<file path="src/bbc_pkg.sv">
// shared constants and types for the bcd/binary converter
package bbc_pkg;
  localparam int WORD_W = 32;
  localparam int DIGIT_W = 4;
  localparam int DIGITS = 7;
  localparam int MAG_W = 24;
  localparam int BCD_W = DIGITS * DIGIT_W;
  localparam int SIGN_LSB = BCD_W;
  localparam logic [DIGIT_W-1:0] SIGN_POS = 4'h0;
  localparam logic [DIGIT_W-1:0] SIGN_NEG = 4'hF;
  localparam logic [DIGIT_W-1:0] DIGIT_MAX = 4'h9;
  localparam logic [DIGIT_W-1:0] DABBLE_LIM = 4'h5;
  localparam logic [DIGIT_W-1:0] DABBLE_ADD = 4'h3;
  localparam logic [BCD_W-1:0] DEC_BASE = 28'h000000A;
  localparam logic [WORD_W-1:0] MAG_MAX = 32'h0098967F;
  localparam logic [WORD_W-1:0] RESULT_CLEAR = 32'h00000000;

  typedef struct packed {
    logic enable_release;
    logic binary_to_decimal_mode;
    logic hold_style;
  } bbc_cfg_t;

  typedef struct packed {
    logic [WORD_W-1:0] value;
    logic range_error;
  } bbc_result_t;
endpackage
</file>
<file path="src/bbc_bin2bcd.sv">
// combinational binary magnitude to seven-digit bcd (shift and add three)
`timescale 1ns/1ps
module bbc_bin2bcd
  import bbc_pkg::*;
(
  input wire logic [MAG_W-1:0] bin_in,
  output logic [BCD_W-1:0] bcd_out
);
  logic [BCD_W-1:0] stage [0:MAG_W];
  assign stage[0] = '0;

  genvar b, d;
  generate
    for (b = 0; b < MAG_W; b++) begin : g_bit
      logic [BCD_W-1:0] adj;
      for (d = 0; d < DIGITS; d++) begin : g_dig
        logic [DIGIT_W-1:0] cur;
        assign cur = stage[b][d*DIGIT_W +: DIGIT_W];
        assign adj[d*DIGIT_W +: DIGIT_W] = (cur >= DABBLE_LIM) ? DIGIT_W'(cur + DABBLE_ADD) : cur;
      end
      assign stage[b+1] = {adj[BCD_W-2:0], bin_in[MAG_W-1-b]};
    end
  endgenerate

  assign bcd_out = stage[MAG_W];
endmodule

</file>
<file path="src/bbc_converter.sv">
// signed bcd/binary number converter with registered result
// Function
// - decimal mode turns bcd into binary; binary mode turns binary into bcd.
// - while enabled, the conversion is redone every scan cycle.
// - immediate style registers a new result on the clock edge after the operand changes.
// - hold style keeps each result stable until the following scan cycle.
// - operand and result are each one 32-bit double word.
// - each decimal digit of a bcd value sits in its own nibble.
// - top nibble is the sign, leaving seven magnitude digits.
// - sign nibble is all zeros for positive, all ones for negative.
// - enable low clears the result to zero.
// - release option clear means always enabled, enable input ignored.
// - result spans plus or minus 9 999 999 as a decimal integer.
`timescale 1ns/1ps
module bbc_converter
  import bbc_pkg::*;
(
  input wire logic clk_sys_in,
  input wire logic reset_n_in,
  input wire logic enable_in,
  input wire logic scan_tick_in,
  input wire bbc_cfg_t cfg_in,
  input wire logic [WORD_W-1:0] operand_in,
  output logic [WORD_W-1:0] converted_out,
  output logic range_error_out,
  output logic updated_out
);
  bbc_result_t result_r;
  bbc_result_t result_nxt;
  logic updated_r;
  logic updated_nxt;

  // operand fields
  logic [DIGIT_W-1:0] sign_nib;
  logic [BCD_W-1:0] bcd_digits;
  logic bcd_neg;
  logic bcd_bad_digit;
  logic bcd_bad_sign;

  assign sign_nib = operand_in[SIGN_LSB +: DIGIT_W];
  assign bcd_digits = operand_in[BCD_W-1:0];

  // all ones negative, all zeros positive
  always_comb begin
    bcd_neg = 1'b0;
    bcd_bad_sign = 1'b0;
    case (sign_nib)
      SIGN_POS: begin
        bcd_neg = 1'b0;
        bcd_bad_sign = 1'b0;
      end
      SIGN_NEG: begin
        bcd_neg = 1'b1;
        bcd_bad_sign = 1'b0;
      end
      default: begin
        // unknown sign read as positive, flagged
        bcd_neg = 1'b0;
        bcd_bad_sign = 1'b1;
      end
    endcase
  end

  // bcd to binary, most significant digit first
  logic [BCD_W-1:0] acc [0:DIGITS];
  logic [DIGITS-1:0] digit_bad;
  assign acc[0] = '0;

  genvar k;
  generate
    for (k = 0; k < DIGITS; k++) begin : g_bcd
      logic [DIGIT_W-1:0] dig;
      assign dig = bcd_digits[(DIGITS-1-k)*DIGIT_W +: DIGIT_W];
      assign digit_bad[k] = (dig > DIGIT_MAX);
      assign acc[k+1] = BCD_W'(acc[k] * DEC_BASE) + BCD_W'(dig);
    end
  endgenerate

  // any digit nibble above nine is flagged
  always_comb begin
    bcd_bad_digit = 1'b0;
    if (digit_bad != '0) begin
      bcd_bad_digit = 1'b1;
    end
  end

  logic [WORD_W-1:0] bcd_mag;
  logic [WORD_W-1:0] bcd_to_bin;
  assign bcd_mag = {{(WORD_W-BCD_W){1'b0}}, acc[DIGITS]};

  // negative bcd gives two's complement
  always_comb begin
    bcd_to_bin = bcd_mag;
    if (bcd_neg) begin
      bcd_to_bin = WORD_W'(-bcd_mag);
    end
  end

  // binary to bcd: magnitude, clamp, then digits
  logic bin_neg;
  logic [WORD_W-1:0] bin_abs;
  logic bin_over;
  logic [MAG_W-1:0] bin_mag;
  logic [BCD_W-1:0] bin_digits;
  logic [WORD_W-1:0] bin_to_bcd;

  assign bin_neg = operand_in[WORD_W-1];

  // magnitude of the two's complement operand
  always_comb begin
    bin_abs = operand_in;
    if (bin_neg) begin
      bin_abs = WORD_W'(-operand_in);
    end
  end

  // out of range operand saturates at seven nines
  always_comb begin
    bin_over = (bin_abs > MAG_MAX);
    bin_mag = bin_abs[MAG_W-1:0];
    if (bin_over) begin
      bin_mag = MAG_MAX[MAG_W-1:0];
    end
  end

  bbc_bin2bcd u_bin2bcd (
    .bin_in(bin_mag),
    .bcd_out(bin_digits)
  );

  // sign nibble in front of the digits
  always_comb begin
    bin_to_bcd = {SIGN_POS, bin_digits};
    if (bin_neg) begin
      bin_to_bcd = {SIGN_NEG, bin_digits};
    end
  end

  // enable and take qualifiers
  logic active;
  logic take;
  bbc_result_t conv;
  always_comb begin
    active = 1'b1;
    if (cfg_in.enable_release) begin
      active = enable_in;
    end
    take = 1'b1;
    // hold style takes only at scan tick
    if (cfg_in.hold_style) begin
      take = scan_tick_in;
    end
  end

  always_comb begin
    conv.value = bcd_to_bin;
    conv.range_error = bcd_bad_digit || bcd_bad_sign;
    case (cfg_in.binary_to_decimal_mode)
      1'b1: begin
        conv.value = bin_to_bcd;
        conv.range_error = bin_over;
      end
      default: begin
        conv.value = bcd_to_bin;
        conv.range_error = bcd_bad_digit || bcd_bad_sign;
      end
    endcase
  end

  // result next value
  always_comb begin
    result_nxt = result_r;
    if (!active) begin
      result_nxt.value = RESULT_CLEAR;
      result_nxt.range_error = 1'b0;
    end else if (take) begin
      result_nxt = conv;
    end else begin
      // hold style between scan ticks
      result_nxt = result_r;
    end
  end

  always_ff @(posedge clk_sys_in) begin
    if (!reset_n_in) begin
      result_r <= '0;
    end else begin
      result_r <= result_nxt;
    end
  end

  // one-cycle pulse per take
  always_comb begin
    updated_nxt = 1'b0;
    if (active && take) begin
      updated_nxt = 1'b1;
    end
  end

  always_ff @(posedge clk_sys_in) begin
    if (!reset_n_in) begin
      updated_r <= 1'b0;
    end else begin
      updated_r <= updated_nxt;
    end
  end

  // ports come straight from the registers
  assign converted_out = result_r.value;
  assign range_error_out = result_r.range_error;
  assign updated_out = updated_r;
endmodule

</file>
<file path="config.mk">
export PLATFORM = sky130hd
export DESIGN_NAME = bbc_converter
export DESIGN_NICKNAME = d
export VERILOG_FILES = /design/src/bbc_pkg.sv /design/src/bbc_bin2bcd.sv /design/src/bbc_converter.sv
export SDC_FILE = /design/constraint.sdc
export NUM_CORES = 1
export LEC_CHECK = 0
export ABC_AREA = 1
export BUFFER_PORTS_ARGS = -buffer_cell sky130_fd_sc_hd__buf_4
export CORE_UTILIZATION = 50
export CTS_CLUSTER_DIAMETER = 50
export DETAILED_ROUTE_END_ITERATION = 8
export GPL_TIMING_DRIVEN = 0
export PLACE_DENSITY = 0.75
export SLEW_MARGIN = 20
export SYNTH_ARGS = -nofsm -noshare
export SYNTH_HDL_FRONTEND = slang
export SYNTH_HIERARCHICAL = 1
export SYNTH_SLANG_ARGS = --single-unit
</file>
<file path="constraint.sdc">
create_clock -name clk_sys_in -period 19.65 [get_ports clk_sys_in]
set_input_delay 1.965 -clock clk_sys_in [delete_from_list [all_inputs] [get_ports clk_sys_in]]
set_output_delay 1.965 -clock clk_sys_in [all_outputs]
set_load 0.1 [all_outputs]
</file>
**Word-level counts from Yosys, hierarchy flattened**

Index checks and enable logic that the tools add are counted.

- Add/subtract/negate cells: 148
- $mul: 6
- Order comparisons: 148
- Eq/ne operators: 1
- Multiplexer cells: 151
- Reduce and logical (&&, ||, !) cells: 6

Operators with widths:

| operator | number |
|---|---|
| $ge A4 B3 Y1 const B | 133 |
| $mux W4 | 123 |
| $add A4 B2 Y4 const B | 117 |
| $mux W32 | 3 |
| $add A28 B4 Y28 | 2 |
| $mux W3 | 17 |
| $add A3 B2 Y3 const B | 16 |
| $mux W33 | 1 |
| $gt A32 B24 Y1 const B | 1 |
| $neg A28 Y32 | 1 |
| $neg A32 Y32 | 1 |
| $gt A4 B4 Y1 const B | 7 |
| $mul A28 B3 Y27 const B | 1 |
| $mul A24 B3 Y27 const B | 1 |
| $add A23 B4 Y24 | 1 |
| $mux W24 | 1 |
| $mul A19 B3 Y22 const B | 1 |
| $add A1 B2 Y3 const B | 7 |
| $ge A1 B3 Y1 const B | 7 |
| $add A18 B4 Y19 | 1 |
| $mul A14 B3 Y17 const B | 1 |
| $add A13 B4 Y14 | 1 |
| $mul A9 B3 Y12 const B | 1 |
| $add A8 B4 Y9 | 1 |
| other kinds (9) | 14 |

- Bits in registers: 34
- Bits of input ports: 39
- Output and inout bits: 34
- Word-level logic and storage cells: 463

**Depth between registers and ports, before layout**

Gate-level depths: netlist of run 1.

- Depth after elaboration: 52
- Gate-level depth with buffers: 158
- Gate-level depth less buffers: 158

**Hierarchy**

The synthesis of run 1 kept the hierarchy.

Modules (own cells, without submodules):

| module | times used | cells an instance | area each (sq um) |
|---|---|---|---|
| bbc_converter | 1 | 2,070 | 11,969.0 |
| bbc_bin2bcd | 1 | 1,590 | 8,436.8 |

**Worst setup path before layout of run 1**

OpenSTA, ideal clock, no wires.

- Path type: input to register
- Start: input port operand_in[1]
- End: register result_r (netlist bit converted_out[25])
- Arrival time: 17,072 ps
- Required time: 19,534 ps
- Slack: 2,462 ps
- Cell stages on the path: 146
- Buffers on the path: 0
- Cell sequence: inv_1 > ha_1 > inv_1 > nor3_1 > inv_1 > nor2_2 > nand4_1 > nor2_1 > nand2_1 > nand2_1 > o21ai_1 > inv_2 > o21ai_1 > xor2_1 > nor2_1 > nand3b_1 > nor2_2 > nand3_2 > [... 110 more ...] > inv_1 > o21ai_0 > xor2_1 > inv_1 > ha_1 > o21ai_1 > nand2_1 > xor2_1 > inv_1 > ha_1 > o211ai_1 > nand2_1 > nand2_1 > nand2_1 > nor2_1 > nor2_1 > o21ai_1 > nand2_1

- Elaborated cells between the ends (all ways): 348
- Those cells by class: add/sub (116); order compare (114); mux (118)

RTL lines:

| element | RTL line | RTL |
|---|---|---|
| from (decl) | bbc_converter.sv:23 | `input wire logic [WORD_W-1:0] operand_in,` |
| $neg A32 Y32 | bbc_converter.sv:113 | `bin_abs = WORD_W'(-operand_in);` |
| $mux W32 (*) | bbc_converter.sv:112 | `if (bin_neg) begin` |
| $gt A32 B24 Y1 | bbc_converter.sv:119 | `bin_over = (bin_abs > MAG_MAX);` |
| $mux W24 (*) | bbc_converter.sv:121 | `if (bin_over) begin` |
| via bin_mag[22] | bbc_converter.sv:103 | `logic [MAG_W-1:0] bin_mag;` |
| $add A4 B2 Y4 / $ge A4 B3 Y1 (equally long branches) | bbc_bin2bcd.sv:19 | `assign adj[d*DIGIT_W +: DIGIT_W] = (cur >= DABBLE_LIM) ? DIGIT_W'(cur + DABBLE_ADD) : cur;` |
| $mux W4 (*) | bbc_bin2bcd.sv:19 |  |
| $add A4 B2 Y4 / $ge A4 B3 Y1 (equally long branches) | bbc_bin2bcd.sv:19 |  |
| [... 36 more ...] | -- |  |
| $mux W4 / $mux W3 (equally long branches) | bbc_bin2bcd.sv:19 |  |
| $add A4 B2 Y4, or another cell as far along | bbc_bin2bcd.sv:19 |  |
| $mux W4 / $mux W3 (equally long branches) | bbc_bin2bcd.sv:19 |  |
| $ge A4 B3 Y1 / $add A3 B2 Y3 (equally long branches) | bbc_bin2bcd.sv:19 |  |
| $mux W3 (*) | bbc_bin2bcd.sv:19 |  |
| via bin_digits[25] | bbc_converter.sv:104 | `logic [BCD_W-1:0] bin_digits;` |
| $mux W32 (*) | bbc_converter.sv:134 | `if (bin_neg) begin` |
| $mux W33 (*) | bbc_converter.sv:158 | `case (cfg_in.binary_to_decimal_mode)` |
| to (signal assigned) | bbc_converter.sv:188 | `result_r <= result_nxt;` |
| to (decl) | bbc_converter.sv:28 | `bbc_result_t result_r;` |

Mark *: on every way through the listed nets, which the timed path passes. The rest lies on a longest branch.
A chain may end at the register's enable or synchronous reset.

**Worst setup path after layout of run 1**

- Start: input port operand_in[0]
- End: register result_r (netlist bit converted_out[25])

Same word-level chain as after synthesis.

==> reports/metrics.yaml, run 1 <==
synth_warnings: 6
wl_met2_mm: 20.38
synth_cell_type_count: 68
wl_per_cell_um: 10.78
postCtsHoldBufs: 0
area_growth_pct: 7.437
fin_skew_ns: 0
synth_ff_type: "dfxtp_1"
crit_required_ns: 19.82
min_path_type: "reg -> reg"
vias: 21544
gp_congestion: 0.9829
finalInstanceArea_mm2: 0.02192
ant_nets: 0
clk_pin_slew_ns: 0.05
synth.cell_area_mm2: 0.02041
track_usage_pct: 21.95
synthArstFlopShare_pct: 0
cts_buffers: 5
rows: 73
routed_via_density: 5.041
worstSetupPathType: "in -> reg"
synth_top_area_share_pct: 21.49
rrSetupSlack_ns: 19.02
route.layer.met1.wl_mm: 22.86
final_max_slew_viol_count: 0
synth_edf_count: 0
grt_pass1_wl_mm: 80.66
synth-seq-area-share_pct: 3.336
drt-total-wl_mm: 46.09
worst-path-max-fanout: 5
period_needed_ns: 18.02
grt-ovfl-total: 0
worstMarginPinSlew_ns: 0.9069
yosysTopAreaCell: "nand2_1"
worstSkewPairLatency_ns: 0.28
status: "finished clean"
dp_hpwl_mm: 40.56
wl_met3_mm: 1.961
dieArea_mm2: 0.04162
startpoint_type: "input port"
die_w_um: 204.0
drc: 0
synth-seq-cells: 34
slew_headroom_pct: 37.98
cts_tree: "yes"
hold_violations: 0
dr.pass1.iters: 6
start_util_pct: 51.01
period_share_pct: 91.69
num-nets-final: 4041
crit_top_cell: "nand2_1"
highest_layer: "met4"
max_stage_delay_ns: 0.28
critPathSlowestCell: "or2_2"
io_buffers: 71
io_pins: 73
die_y_um: 204.0
maxCapViolations: 0
grt_max_degree: 12
synth_area_per_cell_um2: 5.575
timing.fmax_mhz: 55.50
clockRootBuffer: "clkbuf_16"
crit_arrival_ns: 18.19
antenna_found_initial: 2
postPlaceCellArea_mm2: 0.02160
clockBufferDepth: 2
setup_viol: 0
grt_pass1_vias: 19305
layout-drive-gt1-share_pct: 14.76
end_kind: "flop"
coreArea_mm2: 0.04001
cts_htree_levels: 2
cts_sinks: 34
syn-instance-count: 3660
drt_iter0_markers: 1060
synth.area.top_cells: "nand2_1 21%, ha_1 15%, inv_1 11%"
-- metal layers --
metal  up-vias  GRT usage (%)
li1      11884              -
met1      9258          29.44
met2       345          38.06
met3        57          1.834
met4         0          4.531
met5         -              0
-- logic make-up after synthesis --
group,Yosys count,synth area share [%]
buf+inv,654,12.15
fa+ha+maj,257,16.20
xor+xnor,164,7.149
flops,34,3.336
other cells,1,0.01838
compound gates,317,9.093
simple gates,2232,52.00
mux,1,0.04905
-- state kept, by name, indices dropped and copies added (netlist names) --
name / count
converted_out: 32
range_error_out: 1
updated_out: 1
-- worst max-delay path: cells and delay by family --
family	cells	cell delay (ns)
buffers and inverters	32	2.44
and+or+nand+nor	77	7.46
adders and majority gates	21	3.88
xor gates and xnor gates	4	0.73
AOI/OAI and AO/OA	13	1.74
-- layout by cell type (no fill, tap or decap), types with 6 or more instances in the layout --
master | synthesis | routed
nand2_1 | 1168 | 1163
or2_2 | 12 | 12
nand3b_1 | 23 | 23
xnor2_1 | 43 | 43
clkbuf_1 | 13 | 13
nand3_1 | 323 | 322
o211ai_1 | 9 | 9
o21ai_1 | 24 | 24
o21ai_0 | 113 | 107
xor2_2 | 3 | 6
a21oi_2 | 6 | 11
and2_1 | 6 | 6
xor2_1 | 118 | 115
inv_2 | 45 | 47
buf_4 | 2 | 78
a21oi_1 | 96 | 91
nor3_1 | 20 | 19
clkinv_1 | 8 | 8
dfxtp_1 | 34 | 34
inv_1 | 578 | 574
nand2_4 | 26 | 26
nand4_1 | 112 | 112
nor2_4 | 8 | 8
a21o_2 | 6 | 6
fa_1 | 12 | 12
nor2_2 | 12 | 13
nand3_2 | 59 | 60
o21ai_2 | 21 | 26
ha_1 | 245 | 244
nor2_1 | 218 | 217
nand2_2 | 214 | 219
nor4_1 | 8 | 8
-- cell usage after synthesis, drive strengths merged (24+ instances only) --
master,number
nand4,114
dfxtp,34
o21ai,159
nand2,1408
nand3b,24
xor2,121
xnor2,43
nand3,385
nor2,239
a21oi,102
ha,245
inv,623
nor3,24
-- what timing repair did --
item,CTS,global route
setup endpoints to repair,0,12
setup buffers,0,5
resized for setup,0,37
-- cell type report --
cell class / instances / area [µm²]
Buffer: 20 / 96.34
Fill cell: 4265 / 18080
Clock inverter: 3 / 40.04
Clock buffer: 5 / 125.1
Multi-Input combinational cell: 2974 / 17360
Sequential cell: 34 / 680.7
Tap cell: 525 / 656.9
Timing Repair Buffer: 76 / 570.5
Inverter: 634 / 2389
Antenna cell: 3 / 7.507
-- final timing paths --
path,startpoint,endpoint,cells past startpoint
setup / recovery,operand_in[0],converted_out[25]$_SDFFE_PN0N_,147
hold / removal,converted_out[29]$_SDFFE_PN0N_,converted_out[29]$_SDFFE_PN0N_,2
setup reg to reg,converted_out[4]$_SDFFE_PN0N_,converted_out[4]$_SDFFE_PN0N_,2
hold reg to reg,converted_out[29]$_SDFFE_PN0N_,converted_out[29]$_SDFFE_PN0N_,2
-- metrics by stage --
| stage | setup slack (ns) | hold WS (ns) | setup TNS [ns] | instances | util (%) |
|---|---|---|---|---|---|
| floorplan | 2.462 | 0.8955 | 0 | 3662 | - |
| global placement | 0.2841 | 0.4380 | 0 | 4258 | 54.00 |
| detailed placement | 0.03712 | 0.4428 | 0 | 4258 | 54.00 |
| CTS | 0.2561 | 0.4529 | 0 | 4266 | 54.41 |
| global route | -0.1145 | 0.4724 | -0.1533 | 4273 | 54.79 |
| finish | 1.632 | 0.4486 | 0 | 4274 | 54.80 |
Power of run 1 is not shown: default switching activity piles up to over one toggle a cycle in this logic, so the estimate is an artifact.
==> run 2: changes to the inputs <==
--- a/config.mk
+++ b/config.mk
@@ -11,7 +11,7 @@
 export CTS_CLUSTER_DIAMETER = 50
 export DETAILED_ROUTE_END_ITERATION = 8
 export GPL_TIMING_DRIVEN = 0
-export PLACE_DENSITY = 0.75
+export PLACE_DENSITY = 0.67
 export SLEW_MARGIN = 20
 export SYNTH_ARGS = -nofsm -noshare
 export SYNTH_HDL_FRONTEND = slang
==> run 2 against run 1 <==
Effect of this change: clock-buffer cell count increased by 2; final cell count about the same; register-to-register slack about the same; critical path type unchanged.
==> reports/metrics.yaml, run 2 (synthesized netlist as in run 1, its figures left out) <==
status: "finished clean"  # unchanged
final_max_slew_viol_count: 0  # unchanged
slew_headroom_pct: 49.56  # was 37.98%
drt-total-wl_mm: 46.28  # was 46.09 mm
drt_iter0_markers: 996  # was 1060
layout-drive-gt1-share_pct: 15.01  # was 14.76%
fin_setup_tns_ns: 0  # unchanged
final_cell_mix: "1163 x nand2_1, 570 x inv_1, 323 x nand3_1"  # was 1163 x nand2_1, 574 x inv_1, 322 x nand3_1
finalInstanceArea_mm2: 0.02195  # was 0.02192 mm²
period_share_pct: 90.88  # was 91.69%
routed_via_density: 4.983  # was 5.041
cts_htree_levels: 2  # unchanged
hold_violations: 0  # unchanged
dr.pass1.iters: 7  # was 6
io_pins: 73  # unchanged
final_common_cell: "nand2_1"  # unchanged
setup_viol: 0  # unchanged
drc: 0  # unchanged
worstSkewPairLatency_ns: 0.27  # was 0.28 ns
coreArea_mm2: 0.04001  # unchanged
rows: 73  # unchanged
worstMarginPinSlew_ns: 0.7375  # was 0.9069 ns
crit_required_ns: 19.82  # about the same
worst-path-max-fanout: 10  # was 5
crit_arrival_ns: 18.03  # was 18.19 ns
track_usage_pct: 21.88  # was 21.95%
io_buffers: 71  # unchanged
max_stage_delay_ns: 0.25  # was 0.28 ns
cts_buffers: 5  # unchanged
largest_register_ff_count: 32  # unchanged
clockBufferDepth: 2  # unchanged
gp_congestion: 0.9273  # was 0.9829
worstSetupPathType: "in -> reg"  # unchanged
multi_input_area_mm2: 0.01737  # was 0.01736 mm²
start_util_pct: 51.01  # unchanged
period_needed_ns: 17.86  # was 18.02 ns
grt-ovfl-total: 0  # unchanged
clockRootBuffer: "clkbuf_16"  # unchanged
timing.fmax_mhz: 56.00  # was 55.50 MHz
maxCapViolations: 0  # unchanged
cts_sinks: 34  # unchanged
post-place-ws_ns: 0.002032  # was 0.03712 ns
dieArea_mm2: 0.04162  # unchanged
area_growth_pct: 7.548  # was 7.437%
startpoint_type: "input port"  # unchanged
critPathSlowestCell: "o211ai_1"  # was or2_2
regArea_um2: 680.7  # unchanged
finalNonFillerCells: 4277  # was 4274
dp_hpwl_mm: 41.01  # was 40.56 mm
grt_pass1_vias: 18611  # was 19305
wl_per_cell_um: 10.82  # was 10.78 µm
ant_nets: 0  # unchanged
end_kind: "flop"  # unchanged
finalWorstSetupSlack_ns: 1.792  # was 1.632 ns
die_w_um: 204.0  # unchanged
die_y_um: 204.0  # unchanged
vias: 21312  # was 21544
fillCellCount: 4383  # was 4265
num-nets-final: 4045  # was 4041
postPlaceCellArea_mm2: 0.02160  # unchanged
grt_pass1_wl_mm: 79.69  # was 80.66 mm
antenna_found_initial: 3  # was 2
fin_skew_ns: 0  # unchanged
crit_top_cell: "nand2_1"  # unchanged
cts_tree: "yes"  # unchanged
grt_max_degree: 11  # was 12
postCtsHoldBufs: 0  # unchanged
dp_cells: 4258  # unchanged
clk_pin_slew_ns: 0.05  # about the same
min_path_type: "reg -> reg"  # unchanged
-- run 2: path summary, 6_finish.rpt --
check	slack (ns)	endpoint	startpoint	depth (start not counted)
max	1.79	converted_out[25]$_SDFFE_PN0N_	operand_in[0]	148
min	0.45	converted_out[20]$_SDFFE_PN0N_	converted_out[20]$_SDFFE_PN0N_	2
max reg2reg	19.02	converted_out[6]$_SDFFE_PN0N_	converted_out[6]$_SDFFE_PN0N_	1
min reg2reg	0.45	converted_out[20]$_SDFFE_PN0N_	converted_out[20]$_SDFFE_PN0N_	2
-- run 2: layer usage --
| layer | track usage [%] | share of wire, % | wire (µm) |
|---|---|---|---|
| met1 | 30.33 | 51 | 23630 |
| met4 | 3.332 | 1.3 | 590 |
| met2 | 37.24 | 44 | 20300 |
| met3 | 1.802 | 3.8 | 1739 |
| met5 | 0 | 0.037 | 17 |
-- run 2: cell type report --
cell class | instances | share of cell area, %
multi-input combinational | 2974 | 79.16
clock inverter | 1 | 0.02281
inverter | 634 | 10.87
antenna | 2 | 0.02281
clock buffer | 7 | 0.6499
tap | 525 | 2.993
sequential | 34 | 3.101
buffer | 20 | 0.4390
timing repair buffer | 80 | 2.737
-- run 2: per-stage QoR --
step           util, %  hold slack, ns
2_1_floorplan        -          0.8955
3_5_place_dp     54.00          0.4421
4_1_cts          54.37          0.4523
5_1_grt          54.86          0.4597
3_3_place_gp     54.00          0.4409
6_report         54.86          0.4493
-- run 2: repair_timing --
| item | in CTS | in global routing |
|---|---|---|
| endpoints found under the setup margin | 0 | 11 |
| buffers inserted | 0 | 9 |
| resized for setup | 0 | 46 |
-- run 2: critical path: cells and delay by family --
family	cells	cell delay (ns)
simple gates	78	7.19
compound gates	13	1.83
xor+xnor	4	0.67
fa+ha+maj	22	4.01
buf+inv	31	2.35
Power of run 2 is left out for the same reason.
==> run 3: changes to the inputs <==
--- a/config.mk
+++ b/config.mk
@@ -6,12 +6,12 @@
 export NUM_CORES = 1
 export LEC_CHECK = 0
 export ABC_AREA = 1
-export BUFFER_PORTS_ARGS = -buffer_cell sky130_fd_sc_hd__buf_4
 export CORE_UTILIZATION = 50
 export CTS_CLUSTER_DIAMETER = 50
 export DETAILED_ROUTE_END_ITERATION = 8
+export DONT_BUFFER_PORTS = 1
 export GPL_TIMING_DRIVEN = 0
-export PLACE_DENSITY = 0.67
+export PLACE_DENSITY = 0.65
 export SLEW_MARGIN = 20
 export SYNTH_ARGS = -nofsm -noshare
 export SYNTH_HDL_FRONTEND = slang
==> constraint.sdc (replaced) <==
create_clock -name clk_sys_in -period 20 [get_ports clk_sys_in]
set_input_delay 2 -clock clk_sys_in [delete_from_list [all_inputs] [get_ports clk_sys_in]]
set_output_delay 2 -clock clk_sys_in [all_outputs]
set_load 0.1 [all_outputs]
==> run 3 against run 2 <==
Effect of this change: clock skew unchanged; final area down 2.8%; die area unchanged; flip-flop and latch count unchanged; final cell count down 1.9%; first-iteration DRC count up 3.4%; register-to-register slack worse by 0.39 ns; critical path type unchanged.
==> reports/metrics.yaml, run 3 (synthesized netlist as in run 1, its figures left out) <==
status: "finished clean"  # unchanged
dieArea_mm2: 0.04162  # unchanged
cts_sinks: 34  # unchanged
area_growth_pct: 4.568  # was 7.548%
finalWorstSetupSlack_ns: 1.916  # was 1.792 ns
worstSetupPathType: "in -> reg"  # unchanged
wl_per_cell_um: 10.96  # was 10.82 µm
drt-total-wl_mm: 46.02  # was 46.28 mm
end_kind: "flop"  # unchanged
drt_iter0_markers: 1030  # was 996
grt-ovfl-total: 0  # unchanged
timing.fmax_mhz: 55.30
maxCapViolations: 0  # unchanged
largest_register_ff_count: 32  # unchanged
die_y_um: 204.0  # unchanged
track_usage_pct: 21.74  # was 21.88%
finalNonFillerCells: 4197  # was 4277
dr.pass1.iters: 5  # was 7
clockRootBuffer: "clkbuf_16"  # unchanged
io_buffers: 0  # was 71
fin_setup_tns_ns: 0  # unchanged
hold_violations: 0  # unchanged
drc: 0  # unchanged
grt_pass1_wl_mm: 79.29  # was 79.69 mm
max_stage_delay_ns: 0.24  # was 0.25 ns
fin_skew_ns: 0  # unchanged
io_pins: 73  # unchanged
routed_via_density: 4.985  # was 4.983
min_path_type: "reg -> reg"  # unchanged
clk_pin_slew_ns: 0.06  # was 0.05 ns
rrSetupSlack_ns: 18.63  # was 19.02 ns
die_w_um: 204.0  # unchanged
post-place-ws_ns: 0.4975  # was 0.002032 ns
ant_nets: 0  # unchanged
antenna_found_initial: 0  # was 3
grt_pass1_vias: 18521  # was 18611
period_share_pct: 90.42
startpoint_type: "input port"  # unchanged
dp_cells: 4187  # was 4258
cts_htree_levels: 2  # unchanged
num-nets-final: 3967  # was 4045
start_util_pct: 51.01  # unchanged
n_antenna_cell: 0  # was 2
critPathSlowestCell: "o211ai_1"  # unchanged
final_cell_mix: "1166 x nand2_1, 577 x inv_1, 323 x nand3_1"  # was 1163 x nand2_1, 570 x inv_1, 323 x nand3_1
period_needed_ns: 18.08
gp_congestion: 0.9496  # was 0.9273
finalInstanceArea_mm2: 0.02134  # was 0.02195 mm²
coreArea_mm2: 0.04001  # unchanged
cts_buffers: 5  # unchanged
dp_hpwl_mm: 40.93  # was 41.01 mm
setup_viol: 0  # unchanged
layout-drive-gt1-share_pct: 12.66  # was 15.01%
crit_arrival_ns: 18.26  # was 18.03 ns
slew_headroom_pct: 29.09  # was 49.56%
clockBufferDepth: 2  # unchanged
rows: 73  # unchanged
grt_max_degree: 13  # was 11
crit_top_cell: "nand2_1"  # unchanged
crit_required_ns: 20.18  # was 19.82 ns
final_common_cell: "nand2_1"  # unchanged
final_max_slew_viol_count: 0  # unchanged
worst-path-max-fanout: 6  # was 10
cts_tree: "yes"  # unchanged
worstSkewPairLatency_ns: 0.28  # was 0.27 ns
postPlaceCellArea_mm2: 0.02107  # was 0.02160 mm²
worstMarginPinSlew_ns: 1.062  # was 0.7375 ns
vias: 20920  # was 21312
run 3: changes by cell type in the layout (fill, tap and decap cells not counted), moves of 3 or more:
cell     before   now
a21oi_2      12     9
inv_2        52    46
o21ai_2      27    24
buf_4        82     4
nand2_2     219   216
inv_1       570   577
nand2_1    1163  1166
run 3: path summary, 6_finish.rpt:
path                                                startpoint                        endpoint  cells after the start
worst min-delay path            converted_out[29]$_SDFFE_PN0N_  converted_out[29]$_SDFFE_PN0N_                      2
worst min register to register  converted_out[29]$_SDFFE_PN0N_  converted_out[29]$_SDFFE_PN0N_                      2
worst max register to register  converted_out[15]$_SDFFE_PN0N_  converted_out[15]$_SDFFE_PN0N_                      2
worst max-delay path                             operand_in[1]  converted_out[25]$_SDFFE_PN0N_                    148
run 3: repair_timing:
action,in CTS,in global routing
setup buffers,0,2
setup endpoints to repair,0,8
hold buffers,0,0
gates resized for setup,0,20
run 3: area by class of cell:
| type | instances | area [µm²] |
|---|---|---|
| buffer | 20 | 96.34 |
| clock buffer | 5 | 125.1 |
| clock inverter | 3 | 68.82 |
| fill | 4333 | 18670 |
| inverter | 634 | 2384 |
| multi-input combinational | 2974 | 17310 |
| sequential | 34 | 680.7 |
| tap | 525 | 656.9 |
| timing repair buffer | 2 | 15.01 |
run 3: per-layer routing:
metal	share of wire [%]	GRT usage [%]	routed length, µm	up-vias
met5	0	0	0	-
met2	43	36.95	19800	269
met3	4.7	2.551	2145	34
li1	-	-	-	11725
met1	51	29.78	23460	8892
met4	1.3	3.145	619	0
run 3: per-stage QoR:
step / util (%) / hold slack [ns]
floorplan: - / 0.8955
global placement: 52.67 / 0.9142
detailed placement: 52.67 / 0.9119
CTS: 53.15 / 0.9238
global route: 53.34 / 0.9386
finish: 53.34 / 0.9219
run 3: critical path, delay by kind of cell:
family | cells | cell delay, ns
AO/OA/AOI/OAI | 14 | 1.99
XOR/XNOR | 5 | 0.87
adder cells (fa/ha/maj) | 22 | 4.04
buffers and inverters | 34 | 2.55
AND/OR/NAND/NOR | 73 | 6.79
Power of run 3 is left out for the same reason.
